===== config.mk =====
export PLATFORM = sky130hd
export DESIGN_NAME = rre_exec
export DESIGN_NICKNAME = d
export VERILOG_FILES = /design/src/design/rre_pkg.sv /design/src/design/rre_exec.sv /design/src/design/rre_rotate.sv
export VERILOG_INCLUDE_DIRS = /design/src /design/src/design
export SDC_FILE = /design/constraint.sdc
export NUM_CORES = 1
export LEC_CHECK = 0
export ABC_AREA = 1
export BUFFER_PORTS_ARGS = -buffer_cell sky130_fd_sc_hd__buf_2
export CORE_UTILIZATION = 43
export CTS_CLUSTER_SIZE = 40
export DETAILED_ROUTE_END_ITERATION = 7
export HOLD_SLACK_MARGIN = 0.06
export PLACE_DENSITY = 0.76
export SLEW_MARGIN = 20
export SYNTH_ARGS = -nofsm -noshare
export SYNTH_HDL_FRONTEND = slang
export SYNTH_SLANG_ARGS = --single-unit
export TNS_END_PERCENT = 20

===== constraint.sdc =====
create_clock -name core_clk -period 1.6 [get_ports core_clk]
set_clock_uncertainty 0.2 [all_clocks]
set_input_delay 0.16 -clock core_clk [delete_from_list [all_inputs] [get_ports core_clk]]
set_output_delay 0.16 -clock core_clk [all_outputs]
set_load 0.005 [all_outputs]

===== src/design/rre_cfg.svh =====
// Purpose: Constants for the return and rotate execution logic of the core.
// Assumes: 16-bit instruction words, 15-bit program counter, 8-bit data path.
// Notes:   Offsets, field positions, opcodes and cycle counts live here only.
`ifndef RRE_CFG_SVH
`define RRE_CFG_SVH

`define RRE_INSTR_W        16
`define RRE_PC_W           15
`define RRE_DATA_W         8
`define RRE_FADDR_W        7

// Opcode matching: a word is a given instruction when (word & mask) == match.
`define RRE_RET_MASK       16'hFFFE
`define RRE_RET_MATCH      16'h0012
`define RRE_RET_IRQ_MASK     16'hFFFE
`define RRE_RET_IRQ_MATCH    16'h0010
`define RRE_RET_LIT_MASK     16'hFF00
`define RRE_RET_LIT_MATCH    16'h0C00
`define RRE_ROT_LEFT_MASK    16'hFC00
`define RRE_ROT_LEFT_MATCH   16'h3400
`define RRE_ROT_RIGHT_MASK   16'hFC00
`define RRE_ROT_RIGHT_MATCH  16'h3000

// Field positions inside the instruction word.
`define RRE_DEST_BIT       9
`define RRE_FADDR_LSB      0
`define RRE_LIT_LSB        0

// Interrupt control register: the global enable sits in bit 7.
`define RRE_IRQ_EN_BIT     7
`define RRE_IRQ_EN_MASK    8'h80

// Cycle counts of the executed instructions.
`define RRE_RET_CYCLES     2
`define RRE_ROT_CYCLES     1

// Reset values.
`define RRE_PC_RST         15'h0000
`define RRE_DATA_RST       8'h00
`define RRE_FADDR_RST      7'h00

`endif


===== src/design/rre_pkg.sv =====
// Purpose: Types shared by the return and rotate execution logic.
// Assumes: Constants come from rre_cfg.svh.
// Notes:   Only types live here.
package rre_pkg;

  // Execution state, one-hot.
  typedef enum logic [1:0] {
    RRE_ST_EXEC  = 2'b01,
    RRE_ST_FLUSH = 2'b10
  } rre_state_e;

  // Decoded operation class.
  typedef enum logic [2:0] {
    RRE_OP_NONE   = 3'h0,
    RRE_OP_RET    = 3'h1,
    RRE_OP_RET_IRQ   = 3'h2,
    RRE_OP_RET_LIT   = 3'h3,
    RRE_OP_ROT_LEFT  = 3'h4,
    RRE_OP_ROT_RIGHT = 3'h5
  } rre_op_e;

endpackage : rre_pkg


===== src/design/rre_exec.sv =====
// Purpose: Execute stage for the return and rotate-through-carry instructions.
// Assumes: Decode offers a word with instr_valid; file read data and carry
//          arrive combinationally on the same clock for the offered word.
// Notes:   All effects appear as one-cycle pulses the cycle after the word is
//          taken. Words of other instructions are taken and ignored here.
`timescale 1ns/100ps
`include "rre_cfg.svh"

module rre_exec (
  input  wire logic                     core_clk,
  input  wire logic                     rst_b,
  // Decode side.
  input  wire logic                     instr_valid,
  input  wire logic [`RRE_INSTR_W-1:0]  instr_word,
  output logic                          instr_ready,
  // Return stack.
  input  wire logic [`RRE_PC_W-1:0]     stack_top_value,
  output logic                          stack_pop,
  // Program counter and fetch.
  output logic                          pc_load,
  output logic      [`RRE_PC_W-1:0]     pc_load_value,
  output logic                          fetch_flush,
  // Working register.
  output logic                          w_we,
  output logic      [`RRE_DATA_W-1:0]   w_data,
  // File registers.
  output logic      [`RRE_FADDR_W-1:0]  file_rd_addr,
  input  wire logic [`RRE_DATA_W-1:0]   file_rd_data,
  output logic                          file_we,
  output logic      [`RRE_FADDR_W-1:0]  file_wr_addr,
  output logic      [`RRE_DATA_W-1:0]   file_wr_data,
  // Status carry.
  input  wire logic                     carry_in,
  output logic                          carry_we,
  output logic                          carry_data,
  // Interrupt control register, bit set.
  output logic                          interrupt_control_reg_set,
  output logic      [`RRE_DATA_W-1:0]   interrupt_control_reg_mask
);

  ////////////////////////////////////////////////////////////////////////////
  // Decode.

  rre_pkg::rre_state_e              state;
  rre_pkg::rre_state_e              next_state;
  rre_pkg::rre_op_e                 op;
  logic                             take;
  logic                             dest_file;
  logic [`RRE_DATA_W-1:0]           rot_result;
  logic                             rot_carry;
  logic                             rot_left;

  // The flush cycle refuses a new word: that word was fetched behind the
  // return and is thrown away, so the second cycle is a no-operation.
  assign instr_ready = (state == rre_pkg::RRE_ST_EXEC);
  assign take        = instr_valid && instr_ready;

  // The five patterns are disjoint, so the order of the tests is free; words
  // outside all of them decode to no operation and are taken without effect.
  always_comb begin
    op = rre_pkg::RRE_OP_NONE;
    if ((instr_word & `RRE_RET_MASK) == `RRE_RET_MATCH) begin
      op = rre_pkg::RRE_OP_RET;
    end else if ((instr_word & `RRE_RET_IRQ_MASK) == `RRE_RET_IRQ_MATCH) begin
      op = rre_pkg::RRE_OP_RET_IRQ;
    end else if ((instr_word & `RRE_RET_LIT_MASK) == `RRE_RET_LIT_MATCH) begin
      op = rre_pkg::RRE_OP_RET_LIT;
    end else if ((instr_word & `RRE_ROT_LEFT_MASK) == `RRE_ROT_LEFT_MATCH) begin
      op = rre_pkg::RRE_OP_ROT_LEFT;
    end else if ((instr_word & `RRE_ROT_RIGHT_MASK) == `RRE_ROT_RIGHT_MATCH) begin
      op = rre_pkg::RRE_OP_ROT_RIGHT;
    end
  end

  // Only the low seven bits address the file, giving the range 0 to 127.
  assign file_rd_addr = instr_word[`RRE_FADDR_LSB +: `RRE_FADDR_W];
  assign dest_file    = instr_word[`RRE_DEST_BIT];

  // One datapath serves both rotates; only the left opcode turns it left.
  assign rot_left     = (op == rre_pkg::RRE_OP_ROT_LEFT);

  ////////////////////////////////////////////////////////////////////////////
  // Rotate datapath.

  rre_rotate u_rotate (
    .rotate_left (rot_left),
    .operand     (file_rd_data),
    .carry_in    (carry_in),
    .result      (rot_result),
    .carry_out   (rot_carry)
  );

  ////////////////////////////////////////////////////////////////////////////
  // Next values.

  logic                             next_stack_pop;
  logic                             next_pc_load;
  logic [`RRE_PC_W-1:0]             next_pc_load_value;
  logic                             next_fetch_flush;
  logic                             next_w_we;
  logic [`RRE_DATA_W-1:0]           next_w_data;
  logic                             next_file_we;
  logic [`RRE_FADDR_W-1:0]          next_file_wr_addr;
  logic [`RRE_DATA_W-1:0]           next_file_wr_data;
  logic                             next_carry_we;
  logic                             next_carry_data;
  logic                             next_icr_set;
  logic [`RRE_DATA_W-1:0]           next_icr_mask;

  // Data fields hold their last value between pulses; only the strobes
  // return to zero, so a consumer must qualify data with its strobe.
  always_comb begin
    next_state         = state;
    next_stack_pop     = 1'b0;
    next_pc_load       = 1'b0;
    next_pc_load_value = pc_load_value;
    next_fetch_flush   = 1'b0;
    next_w_we          = 1'b0;
    next_w_data        = w_data;
    next_file_we       = 1'b0;
    next_file_wr_addr  = file_wr_addr;
    next_file_wr_data  = file_wr_data;
    next_carry_we      = 1'b0;
    next_carry_data    = carry_data;
    next_icr_set       = 1'b0;
    // The set touches only the enable bit; the register owner ORs it in.
    next_icr_mask      = `RRE_IRQ_EN_MASK;
    unique case (state)
      rre_pkg::RRE_ST_EXEC: begin
        if (take) begin
          unique case (op)
            rre_pkg::RRE_OP_RET,
            rre_pkg::RRE_OP_RET_IRQ,
            rre_pkg::RRE_OP_RET_LIT: begin
              // Every return pops and redirects; status is never touched.
              next_stack_pop     = 1'b1;
              next_pc_load       = 1'b1;
              next_pc_load_value = stack_top_value;
              next_fetch_flush   = 1'b1;
              next_state         = rre_pkg::RRE_ST_FLUSH;
              if (op == rre_pkg::RRE_OP_RET_IRQ) begin
                next_icr_set = 1'b1;
              end
              if (op == rre_pkg::RRE_OP_RET_LIT) begin
                next_w_we   = 1'b1;
                next_w_data = instr_word[`RRE_LIT_LSB +: `RRE_DATA_W];
              end
            end
            rre_pkg::RRE_OP_ROT_LEFT,
            rre_pkg::RRE_OP_ROT_RIGHT: begin
              // Carry and operand are read for this word only; a rotate of either direction
              // behind another needs forwarding outside this stage.
              next_carry_we   = 1'b1;
              next_carry_data = rot_carry;
              if (dest_file) begin
                next_file_we      = 1'b1;
                next_file_wr_addr = file_rd_addr;
                next_file_wr_data = rot_result;
              end else begin
                next_w_we   = 1'b1;
                next_w_data = rot_result;
              end
            end
            rre_pkg::RRE_OP_NONE: begin
              next_state = rre_pkg::RRE_ST_EXEC;
            end
            default: begin
              next_state = rre_pkg::RRE_ST_EXEC;
            end
          endcase
        end
      end
      rre_pkg::RRE_ST_FLUSH: begin
        // Second cycle of a return: nothing executes while fetch restarts.
        // The word offered now is the stale one behind the return and is refused.
        next_state = rre_pkg::RRE_ST_EXEC;
      end
      default: begin
        next_state = rre_pkg::RRE_ST_EXEC;
      end
    endcase
  end

  ////////////////////////////////////////////////////////////////////////////
  // Registers.

  // Reset leaves the stage ready, so decode may offer a word at the first edge
  // after release. Strobes are registered so every effect lands one edge later.
  always_ff @(posedge core_clk or negedge rst_b) begin
    if (!rst_b) begin
      state                     <= rre_pkg::RRE_ST_EXEC;
      stack_pop                 <= 1'b0;
      pc_load                   <= 1'b0;
      pc_load_value             <= `RRE_PC_RST;
      fetch_flush               <= 1'b0;
      w_we                      <= 1'b0;
      w_data                    <= `RRE_DATA_RST;
      file_we                   <= 1'b0;
      file_wr_addr              <= `RRE_FADDR_RST;
      file_wr_data              <= `RRE_DATA_RST;
      carry_we                  <= 1'b0;
      carry_data                <= 1'b0;
      interrupt_control_reg_set <= 1'b0;
      interrupt_control_reg_mask <= `RRE_IRQ_EN_MASK;
    end else begin
      state                     <= next_state;
      stack_pop                 <= next_stack_pop;
      pc_load                   <= next_pc_load;
      pc_load_value             <= next_pc_load_value;
      fetch_flush               <= next_fetch_flush;
      w_we                      <= next_w_we;
      w_data                    <= next_w_data;
      file_we                   <= next_file_we;
      file_wr_addr              <= next_file_wr_addr;
      file_wr_data              <= next_file_wr_data;
      carry_we                  <= next_carry_we;
      carry_data                <= next_carry_data;
      interrupt_control_reg_set <= next_icr_set;
      interrupt_control_reg_mask <= next_icr_mask;
    end
  end

endmodule : rre_exec


===== src/design/rre_rotate.sv =====
// Purpose: One-bit rotate of a byte through the carry flag.
// Assumes: Purely combinational; the caller registers the result.
// Notes:   Direction is chosen per call, so one instance serves both rotates.
`timescale 1ns/100ps
`include "rre_cfg.svh"

module rre_rotate (
  input  wire logic                    rotate_left,
  input  wire logic [`RRE_DATA_W-1:0]  operand,
  input  wire logic                    carry_in,
  output logic      [`RRE_DATA_W-1:0]  result,
  output logic                         carry_out
);

  always_comb begin
    if (rotate_left) begin
      result    = {operand[`RRE_DATA_W-2:0], carry_in};
      carry_out = operand[`RRE_DATA_W-1];
    end else begin
      result    = {carry_in, operand[`RRE_DATA_W-1:1]};
      carry_out = operand[0];
    end
  end

endmodule : rre_rotate


==> metrics.txt <==
status=complete, but fails checks; failing checks=setup timing; Worst Min Path Start=instr_word[8]; largest area contributor in the netlist=dfrtp_1; Vias/cell=5.00; Switch Pwr=0.829 mW; VDD IR max=0.442 mV; syn avg cell area=8.00 um^2; worst r2r src=state[0]; endpoints failing setup=28; Internal=2.11 mW; first-pass GRT wire length=10700 um; Total Die Area=5920 um^2; dpl cell area=2910 um^2; Critical Path End=w_data[3]; io pins=105; area share of the largest cell type after synthesis=46.6%; GR Overflow Total=0; Worst Setup SP=state[0]; root buf cell=clkbuf_8; number of flops mapped to enable cells by yosys=0; multi-input logic area=1100 um^2; crit-path cells=nand2_2 -> nor2_4 -> buf_6 -> nand4_1 -> nand2_4 -> nand3_1 -> nand2_1; DR vias=2539; Hold WC Path Type=primary input to flop; pwr dens=821 nW/um^2; CP arrival=1.72 ns; critical path class=flop to flop; Final Worst Setup Slack=-0.0717 ns; endpoints failing hold=0; Startpoint Class=flop; cell types with the highest counts after synthesis=nand2_1, dfrtp_1, nand3_1; Max-Cap Viols=0; Post-synth ARST share=100%; post-synthesis cell area=2410 um^2; initial drt markers=318; Detail Route Antenna Nets=0; num rows=26; post-synth cell types=27; CP peak stage delay=0.53 ns; First-pass DRT Iterations=7; R2R setup slack=-0.07 ns; WHS=0.0854 ns; Max Freq=598 MHz; static leakage=2.06 nW; Filler Cells Inserted=405; fin crit share=104%; final max-slew violation count=0; Routed WL=7300 um; largest cells by area after synthesis=dfrtp_1, nand2_1, nand3_1; Worst-Skew Late Latency=0.30 ns; sequential cell area=1150 um^2; leading register cell type out of synthesis=dfrtp_1; sequential power share=48.0%; Seq cells post-synth=46; Setup crit end kind=flop; die height=76.9 um; Synthesis Warnings=0; combinational share of power=22.9%; initial antenna violation count=0; largest net degree at the start of global routing=26; placed cells=461; clock network fraction of total power=29.1%; # DRC=0; Num CTS Buffers=5; dpl ws=-0.0523 ns; # H-tree levels=2; CP Data Required Time=1.65 ns; sequential area share after synthesis=47.7%; input/output buffers=96; CTS Buffer Depth=2; CP Depth=7; worst reg2reg path depth=7; worst-path maximum fanout=9; DP HPWL=4490 um; Syn Inst Count=302; fin nets=480; clock-pin slew on the worst setup and hold paths=0.09 ns; design area=3580 um^2; CP max stage cell=dfstp_2; ant diodes=0; CTS tree=yes; Clock Sinks=46; layout cell share with drive strength beyond 1=39.0%; crit-path leading delay family=simple AND/OR/NAND/NOR gates; DR WL/cell=14.4 um; overall power=2.94 mW; unrepaired setup endpoints after global routing=yes; Tot GR Track Use=23.3%; Core Footprint=5270 um^2; vias in the first global route=2328; Buf/Inv on CP=1; Reg2Reg Capture Point=w_data[3]; final period demand of the worst path=1.67 ns; Finished Layout Cells=508; Area Growth Syn to Fin=48.2%; Initial Utilization=45.8%; setup TNS=-0.905 ns; final core utilization=67.9%; Sw Ratio=28.2%; most numerous cell in the Yosys netlist=nand2_1; chip width=76.9 um; Placer Congestion=0.854
sequential cells by signal (all words and copies together), names as in the netlist:
signal	flops
w_we	1
file_we	1
state	2
pc_load_value	15
carry_data	1
w_data	8
interrupt_control_reg_set	1
fetch_flush	1
carry_we	1
file_wr_data	8
file_wr_addr	7
layer usage:
metal  wire (um)  share of wire, %  track usage [%]  vias to the layer above
li1            -                 -                -                     1184
met3         477               6.5             4.40                       28
met4         290               4.0             12.3                        0
met5           0                 0                0                        -
met2        3550                49             37.1                      137
met1        2970                41             30.0                     1190
worst register-to-register path, stage by stage (launching register included):
cell	delay (ns)
dfstp_2	0.53
nand2_2	0.07
nor2_4	0.13
buf_6	0.12
nand4_1	0.15
nand2_4	0.18
nand3_1	0.14
nand2_1	0.09
worst min path at each step:
stage                                      to  slack (ns)  depth (start not counted)
floorplan                          carry_data       -0.34                          0
global placement              file_wr_addr[4]       -0.12                          1
detailed placement            file_wr_addr[4]       -0.11                          1
CTS                 interrupt_control_reg_set        0.08                          6
global route                         state[1]        0.13                          2
finish              interrupt_control_reg_set        0.09                          6
kinds of logic (layout without fill, tap and decap cells):
family                 after synthesis  count (layout)  share of synthesized area (%)
and+or+nand+nor                    195             196                           37.8
DFF                                 46              46                           47.7
buffers and inverters               50             179                           11.9
other                                2               8                          0.311
AOI/OAI and AO/OA                    9               9                           2.28
cells in the final DEF (no fill, tap or decap), types with 2 or more instances in the layout:
master         netlist  final
buf_4               19      7
nand2_2             11     22
nand3_1             44     38
o21ai_2              2      2
dlygate4sd3_1        0     34
buf_2                1     96
nor2_4               2      3
inv_1               22     21
nand2_4              4      4
nor2_2               3      4
clkbuf_8             0      5
o21ai_1              5      5
nand3_2              1      5
clkbuf_16            0      2
clkinv_2             0      2
nor2_1              14     12
inv_2                4      2
inv_4                0      2
dfrtp_1             45     45
buf_12               0      4
nand2_1            110     99
nand3_4              1      3
conb_1               2      8
layout make-up:
cell class	count	share of cell area (%)
flip-flops and latches	46	32.2
repair buffers	144	28.3
clock buffers	5	1.92
well taps	70	2.45
clock inverters	3	1.12
inverters	27	3.25
multi-input cells	213	30.7
power by group through the flow:
stage	logic, mW	registers [mW]	clock network, mW
2_1_floorplan	0.241	1.43	0
3_3_place_gp	0.519	1.42	0
3_5_place_dp	0.535	1.42	0
4_1_cts	0.605	1.40	0.859
5_1_grt	0.746	1.43	0.925
6_report	0.673	1.41	0.856
repair_timing:
item                                   4_1_cts  5_1_grt
setup endpoints to repair                   22       38
endpoints found under the hold margin       80        0
pin swaps                                    1       18
gates cloned                                 0        3
hold buffers                                34        0
setup buffers                                0        2
resized for setup                            6       27
No activity file was read; power rests on OpenSTA's default activity.
